==> src/pkg/irqc_pkg.sv <==
// Shared constants of the interrupt controller and low-voltage detect logic.
// Assumes an 8-bit special register port driven by the processor core.
package irqc_pkg;

  ////////////////////////////////////////////////////////////////////////////
  // Register indices on the core's register port.
  localparam logic [3:0] REG_LV_CTL = 4'h0;  // low_voltage_control
  localparam logic [3:0] REG_EDGE   = 4'h1;  // external_edge_config
  localparam logic [3:0] REG_PRI0   = 4'h2;  // primary_irq_ctrl_0..3
  localparam logic [3:0] REG_GRP0   = 4'h6;  // group_irq_ctrl_0..9

  // Reset values.
  localparam logic [7:0] LV_CTL_RST = 8'h00;
  localparam logic [7:0] EDGE_RST   = 8'h00;
  localparam logic [7:0] PRI_RST    = 8'h00;
  localparam logic [7:0] GRP_RST    = 8'h00;

  // Fields of low_voltage_control.
  localparam int LV_SEL_LSB = 0;
  localparam int LV_SEL_W   = 3;
  localparam int LV_ON_BIT  = 4;
  localparam int LV_DET_BIT = 5;

  // External edge selection codes, two bits per pin.
  localparam int         EDGE_W    = 2;
  localparam logic [1:0] EDGE_OFF  = 2'h0;
  localparam logic [1:0] EDGE_RISE = 2'h1;
  localparam logic [1:0] EDGE_FALL = 2'h2;
  localparam logic [1:0] EDGE_BOTH = 2'h3;

  // Source numbering of the primary flag and enable vectors.
  localparam int NUM_EXT  = 4;
  localparam int NUM_GRP  = 10;
  localparam int NUM_SUB  = 4;
  localparam int SRC_GRP0 = 4;
  localparam int SRC_ADC  = 14;
  localparam int SRC_GIE  = 15;   // Enable slot only: global enable.
  localparam int GRP_FLAG_LSB = 4;
  localparam int LV_GRP   = 3;    // Low-voltage sits in group 3.
  localparam int LV_SUB   = 0;

  // Implemented sub-source slots of each group, group 9 first.
  typedef logic [9:0][3:0] irqc_mask_t;
  localparam irqc_mask_t GRP_MASK = '{4'h7, 4'h7, 4'h7, 4'h7, 4'h3,
                                      4'hF, 4'hF, 4'h3, 4'hF, 4'hF};

  // Primary bit map: {1=flag/0=enable, source}; 5'h1F is unused.
  typedef logic [3:0][7:0][4:0] irqc_map_t;
  localparam logic [4:0] MAP_NONE = 5'h1F;
  localparam irqc_map_t PRI_MAP = '{
    '{5'h19, 5'h18, 5'h13, 5'h12, 5'h09, 5'h08, 5'h03, 5'h02},
    '{5'h17, 5'h1D, 5'h1C, 5'h16, 5'h07, 5'h0D, 5'h0C, 5'h06},
    '{5'h1E, 5'h15, 5'h14, 5'h1B, 5'h0E, 5'h05, 5'h04, 5'h0B},
    '{5'h1F, 5'h1A, 5'h11, 5'h10, 5'h0A, 5'h01, 5'h00, 5'h0F}};

  // Timing.
  localparam int CLK_MHZ         = 25;
  localparam int LV_IRQ_DELAY_US = 120;
  localparam int LV_IRQ_DELAY_CYC = LV_IRQ_DELAY_US * CLK_MHZ;

  // Threshold level in millivolts for a select code.
  function automatic logic [15:0] lv_level_mv(input logic [2:0] code);
    unique case (code)
      3'h0: lv_level_mv = 16'h0708;  // 1.8 V
      3'h1: lv_level_mv = 16'h07D0;  // 2.0 V
      3'h2: lv_level_mv = 16'h0960;  // 2.4 V
      3'h3: lv_level_mv = 16'h0A8C;  // 2.7 V
      3'h4: lv_level_mv = 16'h0BB8;  // 3.0 V
      3'h5: lv_level_mv = 16'h0CE4;  // 3.3 V
      3'h6: lv_level_mv = 16'h0E10;  // 3.6 V
      3'h7: lv_level_mv = 16'h0FA0;  // 4.0 V
    endcase
  endfunction : lv_level_mv

endpackage : irqc_pkg

==> src/logic/irqc_top.sv <==
// Interrupt enable/flag registers with low-voltage detector control.
// The core reaches the registers through a plain 8-bit register port;
// peripheral events arrive as one-cycle pulses on clk_i.
`timescale 1ns/1ns
module irqc_top
  import irqc_pkg::*;
#(
  parameter int LV_DELAY_CYC = LV_IRQ_DELAY_CYC
) (
  // Clock and reset.
  input  wire logic        clk_i,
  input  wire logic        rst_i,
  // Core register port.
  input  wire logic [3:0]  reg_sel_i,
  input  wire logic        wr_i,
  input  wire logic [7:0]  wdata_i,
  output logic      [7:0]  rdata_o,
  // External interrupt pins, asynchronous.
  input  wire logic [3:0]  ext_pin_i,
  // Peripheral event pulses.
  input  wire logic        adc_evt_i,
  input  wire logic [39:0] grp_evt_i,
  // Low-voltage analog side.
  input  wire logic        lv_cmp_i,
  output logic             lv_power_o,
  output logic [2:0]       lv_sel_o,
  output logic [15:0]      lv_level_mv_o,
  // Power modes and request to the core.
  input  wire logic        sleep_i,
  input  wire logic        idle_i,
  output logic             irq_req_o,
  output logic             wake_o
);

  ////////////////////////////////////////////////////////////////////////////
  // State of the block.
  typedef struct packed {
    logic [15:0]     flag;      // Primary flags; bit 15 unused.
    logic [15:0]     en;        // Primary enables; bit 15 global.
    logic [9:0][7:0] grp;       // Group sub-source registers.
    logic [7:0]      edge_cfg;  // Edge select, two bits per pin.
    logic            lv_on;     // Detector-on control.
    logic [2:0]      lv_sel;    // Threshold select.
    logic [15:0]     lv_mv;     // Selected level in millivolts.
    logic [7:0]      rdata;     // Registered read data.
    logic            wake;      // Wake pulse from idle.
  } irqc_state_t;

  irqc_state_t s_reg;
  irqc_state_t s_next;

  logic [3:0] ext_pulse;  // Edge pulses per pin.
  logic       lv_det;     // Synchronised detect flag.
  logic       lv_set;     // Delayed low-voltage request pulse.
  logic [9:0] grp_hit;    // Group with an enabled pending sub-source.

  ////////////////////////////////////////////////////////////////////////////
  // Build the byte that a primary register reads back.
  function automatic logic [7:0] pri_read(input logic [7:0][4:0] row,
                                          input logic [15:0]     fl,
                                          input logic [15:0]     en);
    logic [7:0] r;
    r = 8'h00;
    for (int b = 0; b < 8; b++) begin
      if (row[b] == MAP_NONE) begin
        r[b] = 1'b0;            // Unimplemented bit reads zero.
      end else if (row[b][4]) begin
        r[b] = fl[row[b][3:0]];
      end else begin
        r[b] = en[row[b][3:0]];
      end
    end
    return r;
  endfunction : pri_read

  ////////////////////////////////////////////////////////////////////////////
  // Edge detection on the external pins.
  irqc_edge_det #(
    .N       (NUM_EXT)
  ) u_edge (
    .clk_i   (clk_i),
    .rst_i   (rst_i),
    .pin_i   (ext_pin_i),
    .sel_i   (s_reg.edge_cfg),
    .pulse_o (ext_pulse)
  );

  // Detector is powered only when enabled and not sleeping.
  assign lv_power_o = s_reg.lv_on & ~sleep_i;

  // Delay from detect flag to request.
  irqc_lv_delay #(
    .DELAY_CYC (LV_DELAY_CYC)
  ) u_lv (
    .clk_i     (clk_i),
    .rst_i     (rst_i),
    .cmp_i     (lv_cmp_i),
    .active_i  (lv_power_o),
    .det_o     (lv_det),
    .set_o     (lv_set)
  );

  ////////////////////////////////////////////////////////////////////////////
  // A group flags when any implemented sub-source is pending and enabled.
  always_comb begin
    for (int g = 0; g < NUM_GRP; g++) begin
      grp_hit[g] = |(s_reg.grp[g][7:4] & s_reg.grp[g][3:0]
                     & GRP_MASK[g]);
    end
  end

  ////////////////////////////////////////////////////////////////////////////
  // Next state: software write first, then hardware sets, so a set that
  // lands in the same cycle as a clearing write is never lost.
  always_comb begin
    logic [1:0] pri_idx;
    logic [3:0] grp_idx;
    logic [4:0] m;
    pri_idx = 2'(reg_sel_i - REG_PRI0);
    grp_idx = 4'(reg_sel_i - REG_GRP0);
    m       = MAP_NONE;
    s_next  = s_reg;
    if (wr_i) begin
      if (reg_sel_i == REG_LV_CTL) begin
        // Detect flag is read-only; the write ignores bit 5.
        s_next.lv_on  = wdata_i[LV_ON_BIT];
        s_next.lv_sel = wdata_i[LV_SEL_LSB +: LV_SEL_W];
      end else if (reg_sel_i == REG_EDGE) begin
        s_next.edge_cfg = wdata_i;
      end else if (reg_sel_i < REG_GRP0) begin
        // Scatter the byte into flags and enables through the map.
        for (int b = 0; b < 8; b++) begin
          m = PRI_MAP[pri_idx][b];
          if (m == MAP_NONE) begin
            m = MAP_NONE;                   // Unimplemented bit.
          end else if (m[4]) begin
            s_next.flag[m[3:0]] = wdata_i[b];
          end else begin
            s_next.en[m[3:0]] = wdata_i[b];
          end
        end
      end else begin
        // Only implemented slots of a group hold a value.
        s_next.grp[grp_idx] = wdata_i & {GRP_MASK[grp_idx],
                                         GRP_MASK[grp_idx]};
      end
    end

    // Hardware sets of pin, converter and group flags.
    s_next.flag[NUM_EXT-1:0] = s_next.flag[NUM_EXT-1:0]
                               | ext_pulse;
    s_next.flag[SRC_ADC] = s_next.flag[SRC_ADC] | adc_evt_i;
    for (int g = 0; g < NUM_GRP; g++) begin
      s_next.grp[g][7:4] = s_next.grp[g][7:4]
                           | (grp_evt_i[g*NUM_SUB +: NUM_SUB]
                              & GRP_MASK[g]);
      s_next.flag[SRC_GRP0 + g] = s_next.flag[SRC_GRP0 + g]
                                  | grp_hit[g];
    end
    s_next.flag[SRC_GIE] = 1'b0;    // No flag sits in this slot.

    // The low-voltage request feeds group 3 only.
    s_next.grp[LV_GRP][GRP_FLAG_LSB + LV_SUB] =
      s_next.grp[LV_GRP][GRP_FLAG_LSB + LV_SUB] | lv_set;

    // Wake only when the flag truly rises; a preset flag blocks it.
    s_next.wake = lv_set & idle_i
                  & ~s_reg.grp[LV_GRP][GRP_FLAG_LSB + LV_SUB];

    // Level follows the select code.
    s_next.lv_mv = lv_level_mv(s_next.lv_sel);

    // Read data for the addressed register, one cycle later.
    if (reg_sel_i == REG_LV_CTL) begin
      s_next.rdata = {2'b00, lv_det, s_reg.lv_on, 1'b0,
                      s_reg.lv_sel};
    end else if (reg_sel_i == REG_EDGE) begin
      s_next.rdata = s_reg.edge_cfg;
    end else if (reg_sel_i < REG_GRP0) begin
      s_next.rdata = pri_read(PRI_MAP[pri_idx], s_reg.flag, s_reg.en);
    end else begin
      s_next.rdata = s_reg.grp[grp_idx];
    end
  end

  ////////////////////////////////////////////////////////////////////////////
  // State register; all registers clear at reset except the level, which loads the value of select code 0.
  always_ff @(posedge clk_i or posedge rst_i) begin
    if (rst_i) begin
      s_reg          <= '0;
      s_reg.lv_on    <= LV_CTL_RST[LV_ON_BIT];
      s_reg.lv_sel   <= LV_CTL_RST[LV_SEL_LSB +: LV_SEL_W];
      s_reg.lv_mv    <= lv_level_mv(LV_CTL_RST[LV_SEL_LSB +: LV_SEL_W]);
      s_reg.edge_cfg <= EDGE_RST;
      s_reg.flag     <= {2{PRI_RST}};
      s_reg.en       <= {2{PRI_RST}};
      s_reg.grp      <= {NUM_GRP{GRP_RST}};
    end else begin
      s_reg <= s_next;
    end
  end

  ////////////////////////////////////////////////////////////////////////////
  // Outputs.
  assign rdata_o       = s_reg.rdata;
  assign lv_sel_o      = s_reg.lv_sel;
  assign lv_level_mv_o = s_reg.lv_mv;
  assign wake_o        = s_reg.wake;
  // Global enable gates every enabled, pending primary source.
  assign irq_req_o = s_reg.en[SRC_GIE]
                     & |(s_reg.flag[14:0] & s_reg.en[14:0]);
endmodule : irqc_top

==> src/logic/irqc_edge_det.sv <==
// Pin synchronisers and edge detection for the external interrupt pins.
// Pins are asynchronous; sel_i comes from a register on the same clock.
`timescale 1ns/1ns
module irqc_edge_det
  import irqc_pkg::*;
#(
  parameter int N = NUM_EXT
) (
  // Clock and reset.
  input  wire logic              clk_i,
  input  wire logic              rst_i,
  // Pins and per-pin edge select.
  input  wire logic [N-1:0]      pin_i,
  input  wire logic [2*N-1:0]    sel_i,
  // One-cycle pulse per pin on a matching edge.
  output logic      [N-1:0]      pulse_o
);

  typedef struct packed {
    logic [N-1:0] sync1;  // First stage, read only by sync2.
    logic [N-1:0] sync2;  // Safe copy of the pin.
    logic [N-1:0] last;   // Previous safe value.
    logic [N-1:0] pulse;  // Registered edge pulse.
  } irqc_edge_t;

  irqc_edge_t s_reg;
  irqc_edge_t s_next;

  //////////////////////////////////////////////////////////////////////////
  // Edge match per pin against its two-bit code.
  always_comb begin
    logic rise;
    logic fall;
    rise = 1'b0;
    fall = 1'b0;
    s_next = s_reg;
    s_next.sync1 = pin_i;
    s_next.sync2 = s_reg.sync1;
    s_next.last  = s_reg.sync2;
    for (int i = 0; i < N; i++) begin
      rise = s_reg.sync2[i] & ~s_reg.last[i];
      fall = ~s_reg.sync2[i] & s_reg.last[i];
      unique case (sel_i[2*i +: 2])
        EDGE_OFF:  s_next.pulse[i] = 1'b0;
        EDGE_RISE: s_next.pulse[i] = rise;
        EDGE_FALL: s_next.pulse[i] = fall;
        EDGE_BOTH: s_next.pulse[i] = rise | fall;
      endcase
    end
  end

  // State register.
  always_ff @(posedge clk_i or posedge rst_i) begin
    if (rst_i) begin
      s_reg <= '0;
    end else begin
      s_reg <= s_next;
    end
  end

  assign pulse_o = s_reg.pulse;
endmodule : irqc_edge_det

==> src/logic/irqc_lv_delay.sv <==
// Low-voltage comparator synchroniser and delayed interrupt request.
// cmp_i comes from the analog comparator, asynchronous to clk_i.
`timescale 1ns/1ns
module irqc_lv_delay
  import irqc_pkg::*;
#(
  parameter int DELAY_CYC = LV_IRQ_DELAY_CYC
) (
  // Clock and reset.
  input  wire logic clk_i,
  input  wire logic rst_i,
  // Comparator output and detector power state.
  input  wire logic cmp_i,
  input  wire logic active_i,
  // Detect level and one-cycle flag set pulse.
  output logic      det_o,
  output logic      set_o
);

  typedef struct packed {
    logic        sync1;  // First stage, read only by sync2.
    logic        sync2;  // Safe comparator level.
    logic        det;    // Detect flag, unfiltered.
    logic [11:0] cnt;    // Cycles the flag has been high.
    logic        fired;  // Request already raised this episode.
    logic        set;    // Set pulse toward the flag.
  } irqc_lvd_t;

  irqc_lvd_t s_reg;
  irqc_lvd_t s_next;

  //////////////////////////////////////////////////////////////////////////
  // No glitch filter: a supply hovering at the threshold may toggle det.
  always_comb begin
    s_next = s_reg;
    s_next.sync1 = cmp_i;
    s_next.sync2 = s_reg.sync1;
    s_next.det   = s_reg.sync2 & active_i;
    s_next.set   = 1'b0;
    if (!s_reg.det) begin
      // Any drop restarts the delay.
      s_next.cnt   = '0;
      s_next.fired = 1'b0;
    end else if (!s_reg.fired) begin
      if (s_reg.cnt == 12'(DELAY_CYC - 1)) begin
        s_next.set   = 1'b1;
        s_next.fired = 1'b1;
      end else begin
        s_next.cnt = s_reg.cnt + 12'h001;
      end
    end
  end

  // State register.
  always_ff @(posedge clk_i or posedge rst_i) begin
    if (rst_i) begin
      s_reg <= '0;
    end else begin
      s_reg <= s_next;
    end
  end

  assign det_o = s_reg.det;
  assign set_o = s_reg.set;
endmodule : irqc_lv_delay

==> config.mk <==
export PLATFORM = sky130hd
export DESIGN_NAME = irqc_top
export DESIGN_NICKNAME = d
export VERILOG_FILES = /design/src/pkg/irqc_pkg.sv /design/src/logic/irqc_top.sv /design/src/logic/irqc_edge_det.sv /design/src/logic/irqc_lv_delay.sv
export SDC_FILE = /design/constraint.sdc
export NUM_CORES = 1
export LEC_CHECK = 0
export BUFFER_PORTS_ARGS = -buffer_cell sky130_fd_sc_hd__clkbuf_2
export CORE_ASPECT_RATIO = 1.5
export CORE_MARGIN = 2
export CORE_UTILIZATION = 40
export DETAILED_ROUTE_END_ITERATION = 10
export GPL_TIMING_DRIVEN = 0
export PLACE_DENSITY = 0.61
export SLEW_MARGIN = 20
export SYNTH_ARGS = -nofsm -noshare
export SYNTH_HDL_FRONTEND = slang
export SYNTH_SLANG_ARGS = --single-unit
==> constraint.sdc <==
create_clock -name clk_i -period 8.66 [get_ports clk_i]
set_input_delay 0.866 -clock clk_i [delete_from_list [all_inputs] [get_ports clk_i]]
set_output_delay 0.866 -clock clk_i [all_outputs]
set_load 0.005 [all_outputs]
==> impl_results.md, run 1 <==
* Number of max-cap violations at 0
* First-pass GRT wire length at 47.66 mm
* Final HPWL from detailed placement at ~23 mm
* Total gr overflow at 0
* DR vias at 7848
* CTS Sinks at about 180
* Synth cell types at between 70 and 80
* Routed vias/inst at 5.712
* Slew headroom at a little under half
* Die W at 131.9 um
* Avg WL per Cell at approximately 23 um
* Vias in the first global route at roughly 7700
* CP max FO at 13
* Drt first pass iters at 7
* Peak supply drop at 0.1445 mV
* Clk_lat worst skew at 0.44 ns
* Clock skew at about 0.0075 ns
* CTS root buffer: clkbuf_16
* Worst hold path class: in -> async
* Die ar. at 0.02582 mm^2
* Max Buffers Root-to-Sink at 2
* Crit. End Element: flip-flop
* Largest net degree at the start of global routing at roughly 100
* DRC at 0
* Area of the multi-input gates at around 0.0048 mm^2
* Commonest non-fill, non-tap cell in the layout: dfrtp_1
* Pwr Density at between 200 and 250 mW/mm^2
* Hold buffers post-CTS at 0
* # port buffers at between 70 and 80
* Setup tns final at 0 ns
* EDFF count, synth at 0
* Initial antenna violation count at 0
* Pre-CTS setup slack at between 4 and 5 ns
* Total wire length at 31.42 mm
* Status: finished, final reports clean
* Syn. warnings at 0
* FF/Latch Area at between 0.004 and 0.005 mm^2
* Chip height at slightly below 200 um
* Worst setup margin at approximately 4.7 ns
* Commonest register cell after synthesis: dfrtp_1
* Worst Setup Start Kind: primary input
* Core Region at 0.02426 mm^2
* Synthesis-to-finish area growth at 14.83%
* Fmax at 249.6 MHz
* Crit path cell chain: clkbuf_2 -> buf_4 -> buf_4 -> inv_2 -> buf_2 -> ha_1 -> clkbuf_1 -> and3_1 -> buf_2 -> mux2i_1 -> inv_1 -> ha_1 -> o21ai_0 -> nand2_1
* Post-Syn Instances at about 940
* RSZ-0062 raised after global routing: no
* Std-Cell Rows at 70
* R2R Setup Slk at between 6 and 7 ns
* IO Count at 93
* Netlist Area Pre-Place at ~0.0098 mm^2
* Initial Util at 40.43%
* Yosys reg bits at about 180
* Layout cells sized above 1 at between 20% and 30%
* Post-CTS Setup Bufs at 0
* 1st-iter DRT viols at just over 700
* Critical path data arrival time at 4.33 ns
* Register area share after synthesis at approximately 45%
* PostCTS Resize Cnt at 0
* FFs w/ async S/R, synth at 100.0%
* Final Hold Fails at 0
* Slew Viols, Final at 0
* Worst EP required at approximately 9 ns
* Placer's final routability congestion estimate at roughly 1
* Final Setup Violations at 0
* Most frequent cells in the layout: dfrtp_1, nand2_1, clkbuf_2
* Clk slew on worst S/H paths at about 0.060 ns
* H-Tree Depth at 4
* Least-Margin Pin Slew at 0.8167 ns
* Synthesized area per cell at around 10 um^2
* Crit Path Category: in -> reg
* Final #Nets at around 1100
* Period utilisation layout at a little under half
* TritonCTS clock tree: yes
* # fillers at about 2300
* Routed Antenna Nets at 0
* Pleak at between 4 and 5 nW
* Max incr delay on CP at 0.49 ns
* Crit path time final at 4.006 ns
* Slowest-stage cell, CP: mux2i_1
* GRT Overall Usage at between 20% and 30%
* CTS buffer count at 17
## cells in the mapped netlist, types with 3 or more instances
cell type	n	area share, %
a21boi_0	3	0.23
xnor2_1	8	0.71
a221oi_1	5	0.45
buf_4	36	2.8
a211oi_1	6	0.46
nor4_1	3	0.19
nand2b_1	6	0.38
nand3_1	36	1.8
nand2_1	104	4.0
mux2_2	41	4.7
a21oi_1	34	1.7
nand4_1	9	0.57
ha_1	26	3.3
clkbuf_1	23	0.88
and3_1	7	0.45
or2_2	4	0.26
dfstp_2	4	1.1
a21oi_4	3	0.50
o21ai_0	64	3.3
a31oi_1	14	0.89
o221ai_1	3	0.27
mux4_2	24	5.5
o21ai_1	3	0.15
dfrtp_1	171	44
or3_1	3	0.19
and2_1	20	1.3
nor2_1	58	2.2
nor2b_1	9	0.57
o211ai_1	8	0.61
buf_2	16	0.82
a22oi_1	11	0.84
mux2i_1	37	3.8
buf_6	11	1.3
xor2_1	4	0.36
o21bai_1	7	0.54
inv_1	23	0.88
a211o_1	26	2.3
nand2_4	6	0.69
nor3_1	9	0.46
a222oi_1	7	0.71
nand2_2	3	0.19
## final timing paths
kind / start / to / depth (start not counted)
hold reg to reg: u_edge.s_next[8] / u_edge.s_next[4] / 0
max in group asynchronous: rst_i / lv_level_mv_o[8] / 4
min in group clk_i: u_edge.s_next[8] / u_edge.s_next[4] / 0
setup reg to reg: u_lv.s_reg[2] / u_lv.s_reg[8] / 6
hold / removal: rst_i / rdata_o[6] / 2
setup / recovery: reg_sel_i[1] / lv_level_mv_o[4] / 14
## cell type report
class / instances / area share (%)
Timing Repair Buffer: 75 / 3.732
Tap cell: 324 / 3.599
Clock inverter: 8 / 0.9441
Antenna cell: 1 / 0.02221
Clock buffer: 22 / 4.387
Multi-Input combinational cell: 656 / 42.45
Sequential cell: 175 / 38.92
Inverter: 26 / 0.9330
Buffer: 87 / 5.009
## worst max-delay path, delay by kind of cell
family	cells	cell delay (ns)
buf+inv	8	2.04
fa+ha+maj	2	0.46
mux	1	0.49
simple gates	2	0.30
compound gates	1	0.16
## logic make-up (layout without fill, tap and decap cells)
kind of cell | Yosys count | in the layout | share of synthesized area [%]
xor gates and xnor gates | 12 | 12 | 1.071
buffers and inverters | 113 | 218 | 6.747
DFF | 175 | 175 | 44.69
and+or+nand+nor | 292 | 292 | 14.81
other | 1 | 7 | 0.03823
AOI/OAI and AO/OA | 215 | 215 | 14.80
muxes | 105 | 105 | 14.53
adders and majority gates | 26 | 26 | 3.316
## where the power goes
part / switching (W) / leakage [nW] / total (W) / internal [W]
combinational: 0.000253 / 2.64 / 0.000487 / 0.000234
clock: 0.000330 / 0.290 / 0.000791 / 0.000461
sequential: 0.000113 / 2.06 / 0.00105 / 0.000933
total: 0.000696 / 4.99 / 0.00232 / 0.00163
## through the flow
stage	area, um^2	hold WS [ns]	util (%)	total power, W	std cells
floorplan	9828	0.3312	-	0.001341	944
CTS	11260	0.2896	46.42	0.002335	1373
detailed placement	10660	0.3347	43.95	0.001541	1343
finish	11260	0.3003	46.43	0.002324	1374
global route	11260	0.2969	46.42	0.002425	1373
global placement	10600	0.3354	43.69	0.001532	1341
## routing by layer
metal | part of all wire, % | GRT usage, % | up-vias
li1 | - | - | 3557
met1 | 37 | 28.50 | 3840
met2 | 51 | 43.63 | 342
met3 | 5.3 | 3.747 | 109
met4 | 6.7 | 15.70 | 0
met5 | 0 | 0 | -
No activity file was read; power rests on OpenSTA's default activity.
==> run 2: changes to the inputs <==
- ABC_AREA: default -> 1
- clock period: 8.66 -> 4.1 ns (I/O delays scaled with it)
==> run 2 against run 1 <==
- hold slack worse by 0.25 ns
- design area down 1.1%
- first-iteration DRC count up 40%
- sequential share of layout area up 0.42 points
- critical path depth up 1
- clock skew up 0.0051 ns
- sequential cell count unchanged
- clock power up 100%
- synthesized area down 1.4%
- core utilization up 0.51 points
- critical path type unchanged
- largest power group unchanged
- highest routed layer unchanged
==> impl_results.md, run 2 <==
* Final #Nets at 1468 (+30%)
* Clock skew at 0.01259 ns (+0.005110 ns)
* TritonCTS clock tree: yes
* Max incr delay on CP at 0.68 ns (+0.19 ns)
* Depth of the most critical reg-to-reg path at 7 (+1)
* Area of the multi-input gates at 0.004413 mm^2 (-7.7%)
* Die ar. at 0.02547 mm^2 (-1.4%)
* Largest net degree at the start of global routing at 35 (-66%)
* Slew headroom at 39.66% (-5.9 points)
* EDFF count, synth at 0 (unchanged)
* CTS Sinks at 175 (unchanged)
* Period utilisation layout at between 80% and 90%
* Slowest-stage cell, CP: clkbuf_1
* Total wire length at 33.92 mm (+8.0%)
* Pwr Density at 450.3 mW/mm^2 (+120%)
* First-pass GRT wire length at 53.03 mm (+11%)
* Crit path cell chain: clkbuf_2 -> clkbuf_1 -> clkinv_1 -> clkbuf_1 -> ha_1 -> clkbuf_1 -> nand2_1 -> inv_1 -> nand2_1 -> o21ai_0 -> inv_1 -> ha_1 -> inv_1 -> nand2_1 -> o21ai_0
* Number of max-cap violations at 0 (unchanged)
* Synthesized area per cell at 7.599 um^2 (-27%)
* Worst flop-to-flop path startpoint: lv_sel_o[1]
* Layout cells sized above 1 at 12.79% (-12 points)
* CP max FO at 13 (unchanged)
* RSZ-0062 raised after global routing: no
* DR vias at 9307 (+19%)
* Max Buffers Root-to-Sink at 2 (unchanged)
* Clk_lat worst skew at 0.45 ns (about the same)
* Largest cells by area after synthesis: dfrtp_1, nand2_1, o21ai_0
* Commonest non-fill, non-tap cell in the layout: nand2_1
* Crit Path Category: in -> reg
* Core Region at 0.02374 mm^2 (-2.1%)
* Clk slew on worst S/H paths at 0.07 ns (about the same)
* Crit. Startpoint: reg_sel_i[0]
* Drt first pass iters at 5 (-2)
* H-Tree Depth at 4 (unchanged)
* Yosys reg bits at 175 (unchanged)
* Register area share after synthesis at 45.32% (+0.63 points)
* Initial antenna violation count at 0 (unchanged)
* Final Hold Fails at 0 (unchanged)
* CTS root buffer: clkbuf_16
* Least-Margin Pin Slew at 0.9052 ns (+0.08848 ns)
* Most common cell in the netlist: nand2_1
* Initial Util at 40.74% (+0.31 points)
* Routed vias/inst at 5.440 (-4.8%)
* Status: finished, final reports clean
* IO Count at 93 (unchanged)
* Antenna fix cells at 0 (-1)
* Slew Viols, Final at 0 (unchanged)
* Post-CTS Setup Bufs at 0 (unchanged)
* Final HPWL from detailed placement at 25.96 mm (+11%)
* # fillers at 2404 (+2.7%)
* Total gr overflow at 0 (unchanged)
* CTS buffer count at 17 (unchanged)
* Dpl cell area at 0.01058 mm^2 (-0.76%)
* GRT Overall Usage at 27.85% (+2.9 points)
* Most frequent cells in the layout: nand2_1, dfrtp_1, o21ai_0
* Die W at 131.0 um (-0.68%)
* Fmax at 278.2 MHz
* Final Setup Violations at 0 (unchanged)
* Synth cell types at 43 (-43%)
* Top-area cell type share of the netlist area at 44.24% (+0.62 points)
* FFs w/ async S/R, synth at 100.0% (unchanged)
* Crit path time final at ~3.6 ns
* Crit. End Element: flip-flop
* Worst EP required at 4.45 ns (-4.54 ns)
* Vias in the first global route at 9207 (+19%)
* # port buffers at 77 (+5.5%)
* Peak supply drop at 0.3180 mV (+120%)
* 1st-iter DRT viols at 1018 (+40%)
* Pleak at 5.221 nW (+4.5%)
* Syn. warnings at 0 (unchanged)
* PostCTS Resize Cnt at 0 (unchanged)
* Netlist Area Pre-Place at 0.009673 mm^2 (-1.4%)
* Worst hold path class: in -> async
* Chip height at 194.5 um (-0.68%)
* Synthesis-to-finish area growth at 15.22%
* Post-Syn Instances at 1273 (+36%)
* Placer's final routability congestion estimate at 1.007 (+1.1%)
* Hold buffers post-CTS at 0 (unchanged)
* Overall power at 0.005019 W (+120%)
* Yosys top cell by area: dfrtp_1
* Std-Cell Rows at 69 (-1.4%)
* Worst Setup Start Kind: primary input
* Routed Antenna Nets at 0 (unchanged)
* FF/Latch Area at 0.004384 mm^2 (unchanged)
* Critical path data arrival time at 3.95 ns (-0.38 ns)
* Avg WL per Cell at 19.83 um (-13%)
* Commonest register cell after synthesis: dfrtp_1
* Final Instance Area at 0.01115 mm^2 (-1.1%)
* DRC at 0 (unchanged)
* Top post-synthesis cells by count: nand2_1, dfrtp_1, o21ai_0, inv_1, a21oi_1
[run 2: per-stage QoR]
| stage | cells | worst slack [ns] | hold WS [ns] | util, % | TNS [ns] |
|---|---|---|---|---|---|
| 4_1_cts | 1711 | 0.4685 | 0.05540 | 46.95 | 0 |
| 6_report | 1711 | 0.5056 | 0.04573 | 46.95 | 0 |
| 3_3_place_gp | 1674 | 0.04342 | 0.3324 | 44.14 | 0 |
| 5_1_grt | 1711 | 0.1169 | 0.05597 | 46.95 | 0 |
| 2_1_floorplan | 1278 | 1.254 | 0.3312 | - | 0 |
| 3_5_place_dp | 1679 | -0.02702 | 0.3356 | 44.56 | -0.02702 |
[run 2: final timing paths]
kind | endpoint | slack, ns
max | lv_level_mv_o[9] | 0.51
min | s_reg[90] | 0.05
max reg2reg | lv_level_mv_o[9] | 2.30
min reg2reg | u_edge.s_next[6] | 0.35
max in group asynchronous | lv_level_mv_o[3] | 2.91
min in group clk_i | u_edge.s_next[9] | 0.07
[run 2: worst max-delay path: cells and delay by family]
kind	cells	cell delay (ns)
buffers and inverters	8	1.91
adders and majority gates	2	0.51
AOI/OAI and AO/OA	2	0.74
and+or+nand+nor	3	0.38
[run 2: cell type report]
cell class,count,area share [%]
multi-input cells,896,39.59
flip-flops and latches,175,39.34
inverters,129,4.378
repair buffers,82,4.356
clock buffers,21,4.131
plain buffers,78,3.682
well taps,319,3.581
clock inverters,11,0.9430
[run 2: where the power goes]
part           total, W  internal (W)  switching (W)  leakage [nW]
registers       0.00223       0.00202       0.000211          2.03
logic           0.00119      0.000449       0.000740          2.91
clock network   0.00160      0.000875       0.000721         0.279
[run 2: logic make-up after synthesis]
| kind of cell | count (synthesis) | synth area share, % |
|---|---|---|
| AND/OR/NAND/NOR | 526 | 22.53 |
| XOR/XNOR | 4 | 0.3621 |
| flip-flops | 175 | 45.32 |
| other | 1 | 0.03877 |
| buffers and inverters | 207 | 9.248 |
| adder cells (fa/ha/maj) | 26 | 3.363 |
| AO/OA/AOI/OAI | 332 | 18.91 |
| multiplexers | 2 | 0.2199 |
[run 2: layer usage]
layer,track usage (%),vias to the layer above,routed length [um]
met2,47.17,401,17030
li1,-,4398,-
met4,14.22,0,1702
met1,33.93,4406,13260
met5,0,-,0
met3,4.019,102,1925
